<file path="src/hpe_consts.svh">
// Function
// - events stay inside the port's own partition
// - six enabled slot flags plus master raise interrupt
// - msi if enabled, else intx unless disabled
// - d3hot: rising enabled flag sends wakeup message
// - wakeup ignores the hot-plug master enable
// - pending interrupt fires after d3hot to d0
// - legacy event output serves partition 0 only
// - legacy routed port: no intx, msi, pme
// - legacy output reaches pin only in alternate function
// - legacy status set only for legacy routed ports
// - legacy routing leaves slot bits untouched
// - d3hot to d0 keeps context, flag says so
// - switch low power: upstream d3hot plus turnoff acked
// - d0 drives link l0, d3hot drives l1
// - upstream port asks l1 once all functions d3hot
// - downstream port accepts partner d3hot l1 request
// - reset d0u, config d0a, d3 write, d0 write
// - d3hot: type 0 config and bridge messages accepted
// - d3hot: other primary and all secondary requests unsupported
// - d3hot: tlp errors reported, others silently dropped
// - d3hot: completions to bridge are unexpected
// - d3hot: passing completions routed, link woken
//
// constants of the hot-plug event and power state block
// assumes a byte-addressed avalon slave with an 8-bit address
`ifndef HPE_CONSTS_SVH
`define HPE_CONSTS_SVH

// ==========================================================
// widths
`define HPE_PORT_W 3
`define HPE_PART_W 2
`define HPE_NEV 6

// ==========================================================
// register map
`define HPE_GLB_BIT 7
`define HPE_PORT_HI 6
`define HPE_PORT_LO 4
`define HPE_IDX_HI 3
`define HPE_IDX_LO 2
`define HPE_IDX_SLOT_CTL 2'h0
`define HPE_IDX_SLOT_STS 2'h1
`define HPE_IDX_PM_CSR 2'h2
`define HPE_IDX_CMD 2'h3
`define HPE_ADR_LEG_CTL 8'h80
`define HPE_ADR_LEG_STS 8'h84
`define HPE_ADR_PIN_CFG 8'h88
`define HPE_ADR_SW_STS 8'h8c

// ==========================================================
// field positions
`define HPE_SC_MASTER 8
`define HPE_PM_CTX_KEPT 3
`define HPE_PM_WAKE_EN 8
`define HPE_CMD_CONFIG 2
`define HPE_CMD_INTX_DIS 10
`define HPE_CMD_MSI_EN 16
`define HPE_CMD_ASPM_OK 18
`define HPE_CMD_PART_LO 24
`define HPE_PIN_ALT 0
`define HPE_PIN_DATA 1
`define HPE_PIN_OE 2
`define HPE_SW_LOWPWR 0
`define HPE_SW_UPL1 1

// ==========================================================
// codes and reset values
`define HPE_PS_D0 2'h0
`define HPE_PS_D3H 2'h3
`define HPE_CTX_KEPT_RST 1'h1
`define HPE_LEG_PART 2'h0

`endif

</file>
<file path="src/hpe_pkg.sv">
// types of the hot-plug event and power state block
// assumes hpe_consts.svh is on the include path
`include "hpe_consts.svh"

package hpe_pkg;

  // function power state
  typedef enum logic [1:0] {
    HPE_D0U = 2'b00,
    HPE_D0A = 2'b01,
    HPE_D3H = 2'b10
  } hpe_fstate_type;

  // class of a tlp or error presented for disposition
  typedef enum logic [2:0] {
    HPE_K_CFG0 = 3'b000,
    HPE_K_MSG_BRIDGE = 3'b001,
    HPE_K_REQ_PRI = 3'b010,
    HPE_K_REQ_SEC = 3'b011,
    HPE_K_CPL_BRIDGE = 3'b100,
    HPE_K_CPL_PASS = 3'b101,
    HPE_K_ERR_TLP = 3'b110,
    HPE_K_ERR_OTHER = 3'b111
  } hpe_kind_type;

  // what is done with it
  typedef enum logic [2:0] {
    HPE_A_ACCEPT = 3'b000,
    HPE_A_UR = 3'b001,
    HPE_A_UC = 3'b010,
    HPE_A_ROUTE = 3'b011,
    HPE_A_REPORT = 3'b100,
    HPE_A_DISCARD = 3'b101
  } hpe_action_type;

  typedef struct packed {
    hpe_kind_type kind;
    logic [`HPE_PORT_W-1:0] port;
  } hpe_tlp_req_type;

  typedef struct packed {
    hpe_action_type action;
    logic wake_l0;
    logic [`HPE_PORT_W-1:0] port;
  } hpe_tlp_resp_type;

  // per downstream port state
  typedef struct packed {
    logic [`HPE_NEV-1:0] sts;
    logic [`HPE_NEV-1:0] en;
    logic master;
    logic wake_en;
    logic intx_dis;
    logic msi_en;
    logic aspm_ok;
    logic [`HPE_PART_W-1:0] part;
    hpe_fstate_type fstate;
    logic irq_prev;
    logic msi_req;
    logic pme_req;
    logic link_l0;
    logic link_l1;
    logic l1_accept;
  } hpe_port_type;

endpackage

</file>
<file path="src/hpe_hotplug_pm.sv">
// hot-plug event notification and bridge function power states
// assumes event, link and tlp inputs come from logic on clk
`timescale 1ns/10ps
`include "hpe_consts.svh"

module hpe_hotplug_pm
  import hpe_pkg::*;
#(
  parameter int NPORTS = 8,
  parameter int NPART = 4,
  parameter int NUPF = 1
)
(
  input wire logic clk, // core clock, 100 MHz
  input wire logic rstn, // async reset, active low
  input wire logic [7:0] avs_address, // byte address
  input wire logic avs_read, // read request
  input wire logic avs_write, // write request
  input wire logic [31:0] avs_writedata, // write data
  output logic [31:0] avs_readdata, // read data
  output logic avs_waitrequest, // stall
  input wire logic [NPORTS-1:0][`HPE_NEV-1:0] slot_event, // slot flag set pulses
  input wire logic [NPORTS-1:0] partner_l1_req, // partner asks for l1
  input wire logic [NPORTS-1:0] partner_l1_pm, // request caused by partner d3hot
  input wire logic [NPORTS-1:0] err_report_en, // error reporting enabled
  input wire logic [NUPF-1:0] up_fn_d3hot, // upstream functions in d3hot
  input wire logic turnoff_acked, // turn-off handshake complete
  input wire logic tlp_valid, // tlp presented
  input wire hpe_tlp_req_type tlp_req, // tlp class and port
  output logic [NPART-1:0] intx_part, // intx level per partition
  output logic [NPORTS-1:0] msi_req, // msi send pulse
  output logic [NPORTS-1:0] pme_req, // wakeup message pulse
  output logic [NPORTS-1:0] link_to_l0, // link target l0
  output logic [NPORTS-1:0] link_to_l1, // link target l1
  output logic [NPORTS-1:0] l1_accept, // accept partner l1 request
  output logic up_l1_req, // upstream port l1 entry
  output logic switch_low_power, // switch in low power
  output logic legacy_event_out, // legacy general purpose event
  output logic gpio_pin_o, // shared pin value
  output logic gpio_pin_oe, // shared pin drive enable
  output logic tlp_resp_valid, // disposition pulse
  output hpe_tlp_resp_type tlp_resp // disposition
);

  // ==========================================================
  // state
  typedef struct packed {
    hpe_port_type [NPORTS-1:0] port;
    logic [NPORTS-1:0] leg_ctl;
    logic [NPORTS-1:0] leg_sts;
    logic pin_alt;
    logic pin_data;
    logic pin_oe;
    logic [NPART-1:0] intx;
    logic up_l1;
    logic low_power;
    logic leg_out;
    logic gpio_o;
    logic gpio_oe;
    // bus side
    logic waitreq;
    logic [31:0] rdata;
    // tlp side
    logic resp_valid;
    hpe_tlp_resp_type resp;
  } hpe_state_type;

  hpe_state_type st_r;
  hpe_state_type st_nxt;

  // ==========================================================
  // combinational next state
  always_comb
  begin
    // bus helpers
    logic acc;
    logic wr;
    logic glb;
    logic [`HPE_PORT_W-1:0] pidx;
    logic [1:0] ridx;
    // per port helpers
    logic leg;
    logic d3;
    logic cond;
    logic [`HPE_NEV-1:0] clr;
    logic [`HPE_NEV-1:0] newly;
    logic [1:0] wstate;
    // tlp helpers
    logic tlp_d3;
    logic tlp_l1;
    logic tlp_rep;
    hpe_port_type q;

    // defaults, no latches
    acc = 1'b0;
    wr = 1'b0;
    glb = 1'b0;
    pidx = '0;
    ridx = 2'h0;
    leg = 1'b0;
    d3 = 1'b0;
    cond = 1'b0;
    clr = '0;
    newly = '0;
    wstate = 2'h0;
    tlp_d3 = 1'b0;
    tlp_l1 = 1'b0;
    tlp_rep = 1'b0;
    q = '0;

    // every register holds unless told
    st_nxt = st_r;

    // bus decode: the access acts in the cycle waitrequest is high
    acc = (avs_read | avs_write) & st_r.waitreq;
    wr = acc & avs_write;
    glb = avs_address[`HPE_GLB_BIT];
    pidx = avs_address[`HPE_PORT_HI:`HPE_PORT_LO];
    ridx = avs_address[`HPE_IDX_HI:`HPE_IDX_LO];
    wstate = avs_writedata[1:0];
    // waitrequest low for one cycle answers
    st_nxt.waitreq = ~acc;
    // intx rebuilt every cycle
    st_nxt.intx = '0;

    // legacy status clear first, so a set below wins
    if (wr && glb && (avs_address == `HPE_ADR_LEG_STS))
    begin
      st_nxt.leg_sts = st_r.leg_sts & ~avs_writedata[NPORTS-1:0];
    end

    // per port event, interrupt and power logic
    for (int p = 0; p < NPORTS; p++)
    begin
      q = st_r.port[p];
      clr = '0;
      if (wr && !glb && (int'(pidx) == p) && (ridx == `HPE_IDX_SLOT_STS))
      begin
        clr = avs_writedata[`HPE_NEV-1:0];
      end
      // set wins over software clear
      st_nxt.port[p].sts = (q.sts & ~clr) | slot_event[p];
      newly = slot_event[p] & ~q.sts & q.en;
      leg = st_r.leg_ctl[p] && (q.part == `HPE_LEG_PART);
      d3 = (q.fstate == HPE_D3H);

      // interrupt condition held off in d3hot, so it fires on return to d0
      cond = (|(q.sts & q.en)) & q.master & ~d3 & ~leg;
      st_nxt.port[p].irq_prev = cond;
      st_nxt.port[p].msi_req = cond & ~q.irq_prev & q.msi_en;
      if (cond && !q.msi_en && !q.intx_dis && (int'(q.part) < NPART))
      begin
        st_nxt.intx[q.part] = 1'b1;
      end

      // wakeup does not look at the master enable
      st_nxt.port[p].pme_req = d3 & q.wake_en & (|newly) & ~leg;
      if (leg && (|newly))
      begin
        st_nxt.leg_sts[p] = 1'b1;
      end

      // function state machine
      if (wr && !glb && (int'(pidx) == p))
      begin
        if (ridx == `HPE_IDX_SLOT_CTL)
        begin
          st_nxt.port[p].en = avs_writedata[`HPE_NEV-1:0];
          st_nxt.port[p].master = avs_writedata[`HPE_SC_MASTER];
        end
        if (ridx == `HPE_IDX_PM_CSR)
        begin
          st_nxt.port[p].wake_en = avs_writedata[`HPE_PM_WAKE_EN];
          // state change keeps every other register as it is
          if ((q.fstate == HPE_D0A) && (wstate == `HPE_PS_D3H))
          begin
            st_nxt.port[p].fstate = HPE_D3H;
          end
          if (d3 && (wstate == `HPE_PS_D0))
          begin
            st_nxt.port[p].fstate = HPE_D0U;
          end
        end
        if (ridx == `HPE_IDX_CMD)
        begin
          st_nxt.port[p].intx_dis = avs_writedata[`HPE_CMD_INTX_DIS];
          st_nxt.port[p].msi_en = avs_writedata[`HPE_CMD_MSI_EN];
          st_nxt.port[p].aspm_ok = avs_writedata[`HPE_CMD_ASPM_OK];
          st_nxt.port[p].part = avs_writedata[`HPE_CMD_PART_LO +: `HPE_PART_W];
          if ((q.fstate == HPE_D0U) && avs_writedata[`HPE_CMD_CONFIG])
          begin
            st_nxt.port[p].fstate = HPE_D0A;
          end
        end
      end

      // link target follows the function state
      st_nxt.port[p].link_l0 = (st_nxt.port[p].fstate != HPE_D3H);
      st_nxt.port[p].link_l1 = (st_nxt.port[p].fstate == HPE_D3H);
      st_nxt.port[p].l1_accept = partner_l1_req[p] & (partner_l1_pm[p] | q.aspm_ok);
    end

    // global registers
    if (wr && glb && (avs_address == `HPE_ADR_LEG_CTL))
    begin
      st_nxt.leg_ctl = avs_writedata[NPORTS-1:0];
    end
    if (wr && glb && (avs_address == `HPE_ADR_PIN_CFG))
    begin
      st_nxt.pin_alt = avs_writedata[`HPE_PIN_ALT];
      st_nxt.pin_data = avs_writedata[`HPE_PIN_DATA];
      st_nxt.pin_oe = avs_writedata[`HPE_PIN_OE];
    end

    // legacy output is the or of its status
    st_nxt.leg_out = |st_r.leg_sts;
    // pin carries the event only in alternate function
    st_nxt.gpio_o = st_r.pin_alt ? st_r.leg_out : st_r.pin_data;
    st_nxt.gpio_oe = st_r.pin_alt | st_r.pin_oe;

    // upstream port and switch power
    st_nxt.up_l1 = &up_fn_d3hot;
    st_nxt.low_power = up_fn_d3hot[0] & turnoff_acked;

    // read data
    st_nxt.rdata = '0;
    if (acc && avs_read)
    begin
      // per port registers
      if (!glb && (int'(pidx) < NPORTS))
      begin
        q = st_r.port[pidx];
        unique case (ridx)
          `HPE_IDX_SLOT_CTL:
          begin
            st_nxt.rdata[`HPE_NEV-1:0] = q.en;
            st_nxt.rdata[`HPE_SC_MASTER] = q.master;
          end
          `HPE_IDX_SLOT_STS:
          begin
            st_nxt.rdata[`HPE_NEV-1:0] = q.sts;
          end
          `HPE_IDX_PM_CSR:
          begin
            st_nxt.rdata[1:0] = (q.fstate == HPE_D3H) ? `HPE_PS_D3H : `HPE_PS_D0;
            st_nxt.rdata[`HPE_PM_CTX_KEPT] = `HPE_CTX_KEPT_RST;
            st_nxt.rdata[`HPE_PM_WAKE_EN] = q.wake_en;
          end
          `HPE_IDX_CMD:
          begin
            st_nxt.rdata[`HPE_CMD_CONFIG] = (q.fstate != HPE_D0U);
            st_nxt.rdata[`HPE_CMD_INTX_DIS] = q.intx_dis;
            st_nxt.rdata[`HPE_CMD_MSI_EN] = q.msi_en;
            st_nxt.rdata[`HPE_CMD_ASPM_OK] = q.aspm_ok;
            st_nxt.rdata[`HPE_CMD_PART_LO +: `HPE_PART_W] = q.part;
          end
        endcase
      end
      // global registers
      else if (avs_address == `HPE_ADR_LEG_CTL)
      begin
        st_nxt.rdata[NPORTS-1:0] = st_r.leg_ctl;
      end
      else if (avs_address == `HPE_ADR_LEG_STS)
      begin
        st_nxt.rdata[NPORTS-1:0] = st_r.leg_sts;
      end
      else if (avs_address == `HPE_ADR_PIN_CFG)
      begin
        st_nxt.rdata[`HPE_PIN_ALT] = st_r.pin_alt;
        st_nxt.rdata[`HPE_PIN_DATA] = st_r.pin_data;
        st_nxt.rdata[`HPE_PIN_OE] = st_r.pin_oe;
      end
      else if (avs_address == `HPE_ADR_SW_STS)
      begin
        st_nxt.rdata[`HPE_SW_LOWPWR] = st_r.low_power;
        st_nxt.rdata[`HPE_SW_UPL1] = st_r.up_l1;
      end
    end

    // tlp disposition, one cycle after presentation
    st_nxt.resp_valid = tlp_valid;
    st_nxt.resp.port = tlp_req.port;
    st_nxt.resp.wake_l0 = 1'b0;
    st_nxt.resp.action = HPE_A_ACCEPT;
    // addressed port state
    if (int'(tlp_req.port) < NPORTS)
    begin
      tlp_d3 = (st_r.port[tlp_req.port].fstate == HPE_D3H);
      tlp_l1 = st_r.port[tlp_req.port].link_l1;
      tlp_rep = err_report_en[tlp_req.port];
    end

    // d3hot narrows what is taken
    unique case (tlp_req.kind)
      HPE_K_CFG0, HPE_K_MSG_BRIDGE:
      begin
        st_nxt.resp.action = HPE_A_ACCEPT;
      end
      HPE_K_REQ_PRI, HPE_K_REQ_SEC:
      begin
        st_nxt.resp.action = tlp_d3 ? HPE_A_UR : HPE_A_ROUTE;
      end
      HPE_K_CPL_BRIDGE:
      begin
        st_nxt.resp.action = tlp_d3 ? HPE_A_UC : HPE_A_ACCEPT;
      end
      HPE_K_CPL_PASS:
      begin
        st_nxt.resp.action = HPE_A_ROUTE;
        st_nxt.resp.wake_l0 = tlp_d3 & tlp_l1;
      end
      HPE_K_ERR_TLP:
      begin
        st_nxt.resp.action = tlp_rep ? HPE_A_REPORT : HPE_A_DISCARD;
        st_nxt.resp.wake_l0 = tlp_d3 & tlp_l1 & tlp_rep;
      end
      HPE_K_ERR_OTHER:
      begin
        st_nxt.resp.action = (tlp_d3 || !tlp_rep) ? HPE_A_DISCARD : HPE_A_REPORT;
      end
    endcase

    // no link wake without a tlp
    if (!tlp_valid)
    begin
      st_nxt.resp.wake_l0 = 1'b0;
    end
  end

  // ==========================================================
  // state register
  always_ff @(posedge clk or negedge rstn)
  begin
    if (!rstn)
    begin
      st_r <= '0;
      st_r.waitreq <= 1'b1;
      // ports restart in d0 uninitialized at l0
      for (int p = 0; p < NPORTS; p++)
      begin
        st_r.port[p].fstate <= HPE_D0U;
        st_r.port[p].link_l0 <= 1'b1;
      end
    end
    else
    begin
      st_r <= st_nxt;
    end
  end

  // ==========================================================
  // outputs
  always_comb
  begin
    for (int p = 0; p < NPORTS; p++)
    begin
      msi_req[p] = st_r.port[p].msi_req;
      pme_req[p] = st_r.port[p].pme_req;
      link_to_l0[p] = st_r.port[p].link_l0;
      link_to_l1[p] = st_r.port[p].link_l1;
      l1_accept[p] = st_r.port[p].l1_accept;
    end
  end

  // flop outputs straight to ports
  assign avs_readdata = st_r.rdata;
  assign avs_waitrequest = st_r.waitreq;
  assign intx_part = st_r.intx;
  assign up_l1_req = st_r.up_l1;
  assign switch_low_power = st_r.low_power;
  assign legacy_event_out = st_r.leg_out;
  assign gpio_pin_o = st_r.gpio_o;
  assign gpio_pin_oe = st_r.gpio_oe;
  assign tlp_resp_valid = st_r.resp_valid;
  assign tlp_resp = st_r.resp;

endmodule

</file>
<file path="config.mk">
export PLATFORM = sky130hd
export DESIGN_NAME = hpe_hotplug_pm
export DESIGN_NICKNAME = d
export VERILOG_FILES = /design/src/hpe_pkg.sv /design/src/hpe_hotplug_pm.sv
export VERILOG_INCLUDE_DIRS = /design/src
export SDC_FILE = /design/constraint.sdc
export NUM_CORES = 1
export LEC_CHECK = 0
export ABC_AREA = 0
export BUFFER_PORTS_ARGS = -buffer_cell sky130_fd_sc_hd__buf_4
export CAP_MARGIN = 10
export CORE_MARGIN = 4
export CORE_UTILIZATION = 45
export CTS_BUF_LIST = sky130_fd_sc_hd__clkbuf_16
export CTS_CLUSTER_DIAMETER = 30
export DETAILED_ROUTE_END_ITERATION = 7
export GPL_TIMING_DRIVEN = 0
export PLACE_DENSITY = 0.66
export SLEW_MARGIN = 20
export SYNTH_ARGS = -nofsm -noshare
export SYNTH_HDL_FRONTEND = slang
export SYNTH_SLANG_ARGS = --single-unit
</file>
<file path="constraint.sdc">
create_clock -name clk -period 2.4 [get_ports clk]
set_clock_uncertainty 0.15 [all_clocks]
set_input_delay 0.24 -clock clk [delete_from_list [all_inputs] [get_ports clk]]
set_output_delay 0.24 -clock clk [all_outputs]
set_load 0.01 [all_outputs]
</file>
* Word level (Yosys, flattened, before mapping)
Index checks and enable logic that the tools add are counted.
Word-level totals: register bits after elaboration 267, bits of input ports 125, output and inout port bits 90
Cells by class: magnitude comparators 18, eq/ne operators 56, muxes and demuxes 131, bitwise operators 177, reductions and logical operators 177
Operators with widths (count):
- 6-bit AND | 32
- 27-bit binary-select mux with 3-bit select | 2
- 2-bit two-way mux | 57
- 6-bit inverter | 16
- 6-bit OR reduction | 16
- 1-bit logical AND | 86
- 1-bit AND | 77
- 6-bit two-way mux | 9
- 6-bit OR | 8
- 2-bit AND reduction | 24
- 2-bit equality test (second input constant) | 21
- 2-bit logical NOT | 18
- 8-bit equality test (second input constant) | 4
- 1-bit two-way mux | 32
- 4-bit two-way mux | 8
- 4-bit OR | 7
- 27-bit two-way mux | 1
- 1-bit inverter | 25
- 3-bit equality test (second input constant) | 8
- 2-bit by 3-bit < comparator with 1-bit output (second input constant) | 8
- 8-bit two-way mux | 3
- 2-bit by 1-bit equality test with 1-bit output (second input constant) | 9
- 1-bit logical NOT | 18
- 3-bit case mux with 6 select lines | 1
- other kinds (22) | 69

* Logic depth before layout (Yosys ltp)
Gate-level depths: netlist of run 1.
word-level depth 22, gate-level depth with buffers 9, mapped depth without buffers 5

* Worst setup path after synthesis of run 1
No wires, ideal clock.
kind register to register, start register st_r, in the netlist avs_waitrequest, end register st_r[272] in the netlist's numbering, setup time 0.125 ns, arrival time 1.912 ns, required time 2.125 ns, path slack 0.214 ns, stages on the path, launching flop included 6, path buffers 1, path through dfstp_2 > and4b_2 > clkbuf_1 > nand3_1 > nor2_1 > mux2_2
Between the ends: cells in the longest elaborated chain, start to end 5
RTL lines:
- start: declaration | line hpe_hotplug_pm.sv:68 | hpe_state_type st_r;
- start signal: assignment | line hpe_hotplug_pm.sv:348 | st_r <= st_nxt;
- 1-bit AND | line hpe_hotplug_pm.sv:115 | acc = (avs_read | avs_write) & st_r.waitreq;
- 1-bit AND | line hpe_hotplug_pm.sv:116 | wr = acc & avs_write;
- 1-bit logical AND (2 in series) | line hpe_hotplug_pm.sv:164 | if (wr && !glb && (int'(pidx) == p))
- 2-bit AND reduction (no source line)
No other way between the ends. A chain may end at the register's enable or synchronous reset.

==> results.tsv, run 1 <==
metric	value	unit
antenna_found_initial	1	
cts_tree	built	
max_freq	419	MHz
placed_cells	1743	
clk_path_buf_depth	3	
multi_input_area	6010	µm²
irDropWorstVdd	0.542	mV
wl_per_cell	22.4	µm
final_cells	1935	
avgSynthCellArea	11.6	µm²
place_ws	-501	ps
yosysUniqueCellTypes	67	
p_per_area	777	nW/µm²
post-route-period-util	99.5	%
die_y	181	µm
hpwl	31800	µm
vias	11000	
cts_htree_levels	2	
die-area	32800	µm²
crit_fanout	6	
syn_area	13500	µm²
ys.flop_type	dfrtp_1	
first_pass_iters	5	
core	29600	µm²
async_flop_share	100	%
drive_gt1_share	37.0	%
fillers	2357	
cts-root-buf	clkbuf_16	
status	complete, no violations	
max_cap_viol_count	0	
routed_wl	43400	µm
grt_pass1_wl	67000	µm
finalMaxSlewViolations	0	
grt_max_degree	99	
synth_edf_count	0	
hold_path.class	in -> reg	
nets	1623	
postRouteAntennaNets	0	
cts_buffers	55	
cp.arrival	2660	ps
worstSetupPathType	reg -> reg	
synth-warning-count	0	
yosysSeqAreaShare	49.7	%
portBuffers	172	
ys_ff_latch	267	
tightest_slew	895	ps
crit_path_start_kind	register	
grt_overflow	0	
hold_viol	0	
routed_via_density	5.66	
clk_latency	580	ps
rsz0062_at_grt	false	
p_leak	0.00811	µW
end_kind	register	
setup_viol	0	
place_congestion	0.952	
clock-sinks	267	
layout_min_cycle_time	2390	ps
die_w	181	µm
layout_setup_ws	11.4	ps
grt_use_total	26.2	%
start_util	45.6	%
synthToLayoutAreaGrowth	35.4	%
io-pin-count	215	
max_slew_margin	39.9	%
final_util	61.7	%
syn_inst	1160	
cp_data_required_time	2680	ps
clk_pin_slew	50	ps
rows	63	
finalPower	14200	µW
regArea	6690	µm²
route.detailed.drc	0	
drt_iter0_markers	989	
first_global_vias	11100	
[worst max-delay path: stages, from the launching register on]
cell	delay [ps]
dfrtp_1	470
mux4_2	510
mux2_2	330
a31oi_1	390
o221a_2	310
nor3_1	90
[layout make-up]
cell class | instances | area share [%]
Sequential cell | 267 | 36.7
Multi-Input combinational cell | 770 | 33.0
Timing Repair Buffer | 264 | 12.4
Clock buffer | 55 | 7.54
Buffer | 126 | 4.83
Tap cell | 390 | 2.67
Clock inverter | 48 | 2.61
Inverter | 14 | 0.288
Antenna cell | 1 | 0.0137
[worst paths after layout]
kind                           startpoint               to  slack, ps  depth (start not counted)
min                        avs_address[5]  avs_readdata[7]         60                          4
min in group asynchronous            rstn     l1_accept[1]        100                          3
min reg2reg                     st_r[209]       msi_req[5]        250                          1
max in group asynchronous            rstn        st_r[272]        760                          5
max reg2reg                      st_r[76]  avs_readdata[0]         10                          5
max                              st_r[76]  avs_readdata[0]         10                          5
[placed cells by master, fill, tap and decap left out, types with 5 or more instances in the layout]
cell and count:
o22ai_1 22, and3b_1 5, o21a_1 15, clkbuf_8 6, mux2_2 116, nor2_2 7, o21ai_0 38, a22oi_1 19
clkinv_1 10, a21oi_1 11, a22o_1 16, nor4_1 9, clkinv_2 12, inv_1 18, dlygate4sd3_1 88, dfstp_2 9
bufinv_16 7, buf_4 254, and2_1 12, mux4_2 47, nor3_1 19, inv_6 5, clkbuf_1 24, conb_1 18
nor2_4 5, nand3b_1 5, nor2_1 57, and3_1 5, nor2b_1 17, o2bb2ai_1 5, a21o_1 48, nand3_1 23
buf_2 8, dfrtp_1 257, clkbuf_16 55, nand2_1 144, nand2b_1 11, nor4b_1 8, mux2i_1 25
[cell families after synthesis]
logic type / after synthesis / share of synthesized area [%]
multiplexers: 188 / 19.4
AO/OA/AOI/OAI: 204 / 10.7
other: 1 / 0.0278
buffers and inverters: 140 / 6.92
AND/OR/NAND/NOR: 360 / 13.3
flip-flops: 267 / 49.7
[state kept, by name (all words and copies together), names as in the netlist, 4 cells and up]
signal,flops
pme_req,8
tlp_resp,7
st_r,195
avs_readdata,14
link_to_l0,8
msi_req,8
l1_accept,8
link_to_l1,8
intx_part,4
[synth_stat cells (5+ instances only)]
library cell    n  area, µm²
a21o_1         48        360
nor4_1          9       56.3
nand3_1        25        125
and3_1          5       31.3
dfstp_2         9        236
nor2_1         67        251
o22ai_1        22        138
o2bb2ai_1       5       43.8
and3b_1         5       43.8
mux2i_1        25        250
nand3b_1        5       37.5
a22oi_1        19        143
a21oi_1        11       55.1
nor2b_1        17        106
mux2_2        116       1310
nand2_1       146        548
clkbuf_8        6       82.6
nand2b_1       11       68.8
o21a_1         15        113
o21ai_0        38        190
a22o_1         16        140
clkbuf_1       25       93.8
nor4b_1         8       70.1
buf_4          83        623
nor3_1         19       95.1
dfrtp_1       258       6460
inv_1          14       52.6
buf_2           7       35.0
mux4_2         47       1060
and2_1         12       75.1
[stage by stage]
stage               cell area (µm²)  setup TNS, ps  hold slack (ps)
finish                        18300              0             57.4
global route                  18300              0             72.4
CTS                           18200          -27.6             24.8
detailed placement            15400         -20770              145
global placement              15300        -368810              206
floorplan                     13500              0             -206
[where the power goes]
| part | internal, µW | total (µW) | switching, µW |
|---|---|---|---|
| registers | 4790 | 5080 | 290 |
| logic | 834 | 1620 | 784 |
| clock network | 4940 | 7490 | 2550 |
[routing by layer]
layer / GRT usage (%) / vias up / routed length, µm
li1: - / 4849 / -
met1: 35.3 / 5419 / 17600
met2: 42.8 / 566 / 20600
met3: 4.53 / 126 / 3330
met4: 10.3 / 0 / 1990
met5: 0 / - / 0
[what timing repair did]
action	CTS	global route
setup buffers	0	0
hold endpoints to repair	227	0
hold buffers	88	0
gates resized for setup	22	7
setup endpoints to repair	60	14
No activity file was read; power rests on OpenSTA's default activity.
==> run 2: changes to the inputs <==
--- a/config.mk
+++ b/config.mk
@@ -15,6 +15,7 @@
 export CTS_CLUSTER_DIAMETER = 30
 export DETAILED_ROUTE_END_ITERATION = 7
 export GPL_TIMING_DRIVEN = 0
+export HOLD_SLACK_MARGIN = 0.06
 export PLACE_DENSITY = 0.66
 export SLEW_MARGIN = 20
 export SYNTH_ARGS = -nofsm -noshare
==> run 2 against run 1 <==
  * Global-route usage is essentially flat
  * Register-to-register slack barely moved
  * Sequential power about the same
  * First-iteration DRC count rose by 2.7%
  * Highest routed layer unchanged
  * Combinational power hardly changed
  * Largest power group unchanged
  * Hold slack improved by 48 ps
  * Core utilization rose by 0.068 points
  * Count of clock-buffer cells in the layout is the same
  * Critical endpoint is now avs_readdata[8]
  * Worst setup slack worse by 2.3 ps
  * Routed wire length is essentially flat
==> results.tsv, run 2 (synthesis results as in run 1) <==
metric	value	unit	change
cts_htree_levels	2		unchanged
max_slew_margin	36.3	%	-3.7 points
cp.arrival	2680	ps	+20 ps
hold_viol	0		unchanged
largest_reg_flops	195		unchanged
first_pass_iters	5		unchanged
multi_input_area	6010	µm²	unchanged
portBuffers	172		unchanged
post-route-period-util	99.6	%	about the same
tns	0	ps	unchanged
routed_wl	43400	µm	about the same
place_congestion	0.952		unchanged
grt_use_total	26.3	%	+0.043 points
io-pin-count	215		unchanged
clk_path_buf_depth	3		unchanged
start_util	45.6	%	unchanged
intPower	10600	µW	about the same
core	29600	µm²	unchanged
place_ws	-501	ps	unchanged
die_w	181	µm	unchanged
layout_min_cycle_time	2390	ps	+2.35 ps
die-area	32800	µm²	unchanged
max_cap_viol_count	0		unchanged
regArea	6690	µm²	unchanged
p_comb_share	11.4	%	about the same
cts_tree	built		
regMostFlops	st_r		
setup_viol	0		unchanged
p_switching	3620	µW	about the same
end_kind	register		
hold_path.class	in -> async		
p_leak	0.00812	µW	about the same
r2r_setup_slack	9	ps	about the same
route.detailed.drc	0		unchanged
routed_via_density	5.68		+0.33%
crit_fanout	3		-3
first_global_vias	11100		-0.0090%
irDropWorstVdd	0.542	mV	about the same
mostFrequentLayoutCell	dfrtp_1		
finalPower	14200	µW	about the same
clock-sinks	267		unchanged
synthToLayoutAreaGrowth	35.6	%	
grt_pass1_wl	67000	µm	about the same
clk_latency	580	ps	about the same
placedInstanceArea	15400	µm²	unchanged
final_cell_area	18300	µm²	+0.11%
antenna_found_initial	1		unchanged
grt_overflow	0		unchanged
finalMaxSlewViolations	0		unchanged
hpwl	31800	µm	unchanged
rows	63		unchanged
die_y	181	µm	unchanged
vias	11000		+0.43%
layout_common_cells	257 x dfrtp_1, 254 x buf_4, 144 x nand2_1		
postRouteAntennaNets	0		unchanged
rsz0062_at_grt	false		
worstSetupPathType	reg -> reg		
final_util	61.8	%	+0.068 points
tightest_slew	950	ps	+54.7 ps
p_seq_share	35.8	%	about the same
p_per_area	776	nW/µm²	-0.11%
max_freq	418	MHz	about the same
layout_setup_ws	9.04	ps	-2.35 ps
clk_pin_slew	50	ps	about the same
cts-root-buf	clkbuf_16		
cts_buffers	55		unchanged
drt_iter0_markers	1016		+2.7%
cp_data_required_time	2690	ps	about the same
clockPowerShare	52.8	%	about the same
grt_max_degree	99		unchanged
status	complete, no violations		
p_sw_share	25.5	%	about the same
wl_per_cell	22.4	µm	-0.19%
nets	1625		+0.12%
crit_path_start_kind	register		
drive_gt1_share	36.9	%	-0.048 points
fillers	2358		+0.042%
## run 2: changes by cell type in the layout (fill, tap and decap cells not counted)
cell	delta
dlygate4sd3_1	+2
## run 2: power groups by stage
stage	combinational, µW	sequential (µW)	clock (µW)
2_1_floorplan	854	5020	0
3_3_place_gp	1430	5130	0
3_5_place_dp	1470	5130	0
4_1_cts	1610	5070	7570
5_1_grt	1750	5110	7820
6_report	1620	5080	7490
## run 2: final timing paths
path | start | endpoint | cells after the start
max reg2reg | st_r[272] | avs_readdata[8] | 4
min in group clk | avs_writedata[5] | st_r[176] | 3
max | st_r[272] | avs_readdata[8] | 4
max in group asynchronous | rstn | st_r[272] | 5
min reg2reg | st_r[209] | msi_req[5] | 1
min | rstn | l1_accept[1] | 3
## run 2: cell type report
cell class                      count  share of cell area, %
Sequential cell                   267                   36.6
Clock inverter                     48                   2.61
Multi-Input combinational cell    770                   32.9
Buffer                            126                   4.82
Tap cell                          390                   2.67
Inverter                           14                  0.288
Timing Repair Buffer              266                   12.5
Clock buffer                       55                   7.53
Antenna cell                        1                 0.0137
## run 2: per-stage QoR
stage               hold WS (ps)  cells
finish                       106   1937
floorplan                   -206   1177
CTS                         79.2   1936
global route                 111   1937
detailed placement           145   1743
global placement             206   1739
## run 2: repair_timing
action	CTS	global route
hold buffers	90	0
resized for setup	22	7
setup endpoints to repair	60	14
hold endpoints to repair	267	0
setup buffers	0	0
## run 2: worst max-delay path: stages (launching register included)
cell and delay (ps):
dfrtp_2 440, mux4_2 500, mux4_2 460, nor4b_1 160
dlygate4sd3_1 560
## run 2: metal layers
metal / vias up / share of wire, % / global-route usage, %
li1: 4855 / - / -
met1: 5410 / 40 / 35.3
met2: 615 / 47 / 42.9
met3: 127 / 8.3 / 4.59
met4: 0 / 4.5 / 10.3
met5: - / 0 / 0
==> run 3: changes to the inputs <==
--- a/config.mk
+++ b/config.mk
@@ -17,6 +17,7 @@
 export GPL_TIMING_DRIVEN = 0
 export HOLD_SLACK_MARGIN = 0.06
 export PLACE_DENSITY = 0.66
+export REMOVE_ABC_BUFFERS = 1
 export SLEW_MARGIN = 20
 export SYNTH_ARGS = -nofsm -noshare
 export SYNTH_HDL_FRONTEND = slang
==> run 3 against run 2 <==
  * Core utilization is 2.1 points lower
  * Clock power rose by 10%
  * First-iteration DRC count shrank 1.9%
  * Largest cell class unchanged
  * Global-route usage is 1.3 points lower
  * Largest power group unchanged
  * Critical path type unchanged
  * Critical endpoint is now avs_readdata[1]
  * Sequential share of layout area grew 1.3 points
==> results.tsv, run 3 (synthesis results as in run 1) <==
metric	value	unit	change
status	complete, no violations		
p_switching	3690	µW	+2.0%
crit_fanout	6		+3
cp_data_required_time	2670	ps	-20 ps
regMostFlops	st_r		
wl_per_cell	22.7	µm	+1.4%
first_pass_iters	5		unchanged
multi_input_area	5980	µm²	-0.56%
p_leak	0.00768	µW	-5.4%
place_congestion	0.926		-2.7%
portBuffers	178		+3.5%
intPower	11100	µW	+5.3%
p_seq_share	34.3	%	-1.5 points
finalPower	14800	µW	+4.4%
fillers	2408		+2.1%
final_cells	1827		-5.7%
cts_htree_levels	2		unchanged
setup_viol	0		unchanged
cts_tree	built		
wl_met3	3220	µm	-11%
final_util	59.7	%	-2.1 points
max_freq	423	MHz	+1.1%
grt_pass1_wl	64100	µm	-4.3%
clk_pin_slew	60	ps	about the same
antenna_found_initial	1		unchanged
p_per_area	839	nW/µm²	+8.1%
grt_use_total	25.0	%	-1.3 points
drt_iter0_markers	997		-1.9%
grt_max_degree	97		-2.0%
dr.max_layer_used	met4		
clk_path_buf_depth	3		unchanged
synthToLayoutAreaGrowth	31.0	%	
die_y	181	µm	unchanged
worst_path_largest_cell_delay	500	ps	-60 ps
layout_min_cycle_time	2360	ps	-27.0 ps
cts_setup_buffers	0		unchanged
layout_common_cells	258 x dfrtp_1, 176 x buf_4, 146 x nand2_1		
cp.arrival	2630	ps	-50 ps
end_kind	register		
p_sw_share	24.9	%	-0.60 points
nets	1513		-6.9%
die_w	181	µm	unchanged
rsz0062_at_grt	false		
placed_cells	1624		-6.8%
hold_path.class	in -> reg		
routed_via_density	5.80		+2.0%
cts_buffers	57		+3.6%
clk_latency	560	ps	-20 ps
wl_met1	16900	µm	-2.2%
rows	63		unchanged
start_util	45.6	%	unchanged
max_slew_margin	35.0	%	-1.3 points
cp_slowest_cell	mux4_2		
tightest_slew	969	ps	+19.1 ps
p_comb_share	10.0	%	-1.4 points
max_cap_viol_count	0		unchanged
mostFrequentLayoutCell	dfrtp_1		
routed_wl	41500	µm	-4.4%
route.detailed.drc	0		unchanged
finalMaxSlewViolations	0		unchanged
worstSetupPathType	reg -> reg		
die-area	32800	µm²	unchanged
hpwl	29000	µm	-8.8%
clock-sinks	267		unchanged
hold_viol	0		unchanged
irDropWorstVdd	0.755	mV	+39%
clockPowerShare	55.7	%	+2.9 points
vias	10600		-3.8%
cts-root-buf	clkbuf_16		
wl_met2	19700	µm	-4.2%
post-route-period-util	98.5	%	-1.1 points
whs	85.9	ps	-19.7 ps
first_global_vias	10900		-1.8%
drive_gt1_share	33.8	%	-3.2 points
crit_path_start_kind	register		
io-pin-count	215		unchanged
grt_overflow	0		unchanged
path_cells	mux4_2 > mux2_2 > a31oi_1 > o221a_2 > nor3_1		
regArea	6690	µm²	about the same
postRouteAntennaNets	0		unchanged
largest_reg_flops	195		unchanged
core	29600	µm²	unchanged
run 3: power groups by stage:
stage	clock (µW)	sequential (µW)	combinational (µW)
6_report	8260	5080	1480
5_1_grt	8590	5110	1600
4_1_cts	8360	5070	1470
3_5_place_dp	0	5130	1340
3_3_place_gp	0	5120	1290
2_1_floorplan	0	5050	648
run 3: final cells by class:
cell class | count | share of cell area, %
multi-input combinational | 770 | 33.9
clock inverter | 48 | 3.26
antenna | 1 | 0.0142
timing repair buffer | 278 | 13.5
clock buffer | 59 | 8.36
inverter | 14 | 0.298
sequential | 267 | 37.9
tap | 390 | 2.76
run 3: through the flow:
| stage | setup TNS, ps | area [µm²] | setup WS [ps] |
|---|---|---|---|
| final | 0 | 17700 | 36.0 |
| after global routing | 0 | 17700 | 9.63 |
| after CTS | -149 | 17600 | -39.5 |
| after detailed placement | -25740 | 14600 | -618 |
| after global placement | -365990 | 14500 | -1330 |
| after floorplan | 0 | 12700 | 290 |
run 3: timing repair:
action | in CTS | in global routing
endpoints found under the hold margin | 288 | 0
pin swaps | 1 | 1
cloned | 0 | 0
hold buffers | 95 | 0
setup endpoints to repair | 38 | 30
gates resized for setup | 12 | 9
run 3: worst paths after layout:
path	startpoint	end	slack [ps]	depth (start not counted)
setup / recovery	st_r[76]	avs_readdata[1]	40	5
hold / removal	avs_address[0]	avs_readdata[2]	90	5
setup reg to reg	st_r[76]	avs_readdata[1]	40	5
hold reg to reg	st_r[128]	msi_req[2]	250	1
max in group asynchronous	rstn	st_r[280]	1090	4
min in group asynchronous	rstn	st_r[134]	150	3
run 3: critical path, delay by kind of cell (launching register included):
kind            cells  cell delay, ps
compound gates      2             770
mux                 2             790
flops               1             460
simple gates        1              70
run 3: metal layers:
| metal | vias to the layer above | GRT usage, % |
|---|---|---|
| li1 | 4633 | - |
| met1 | 5347 | 33.4 |
| met2 | 502 | 40.2 |
| met3 | 106 | 5.19 |
| met4 | 0 | 9.85 |
| met5 | - | 0 |
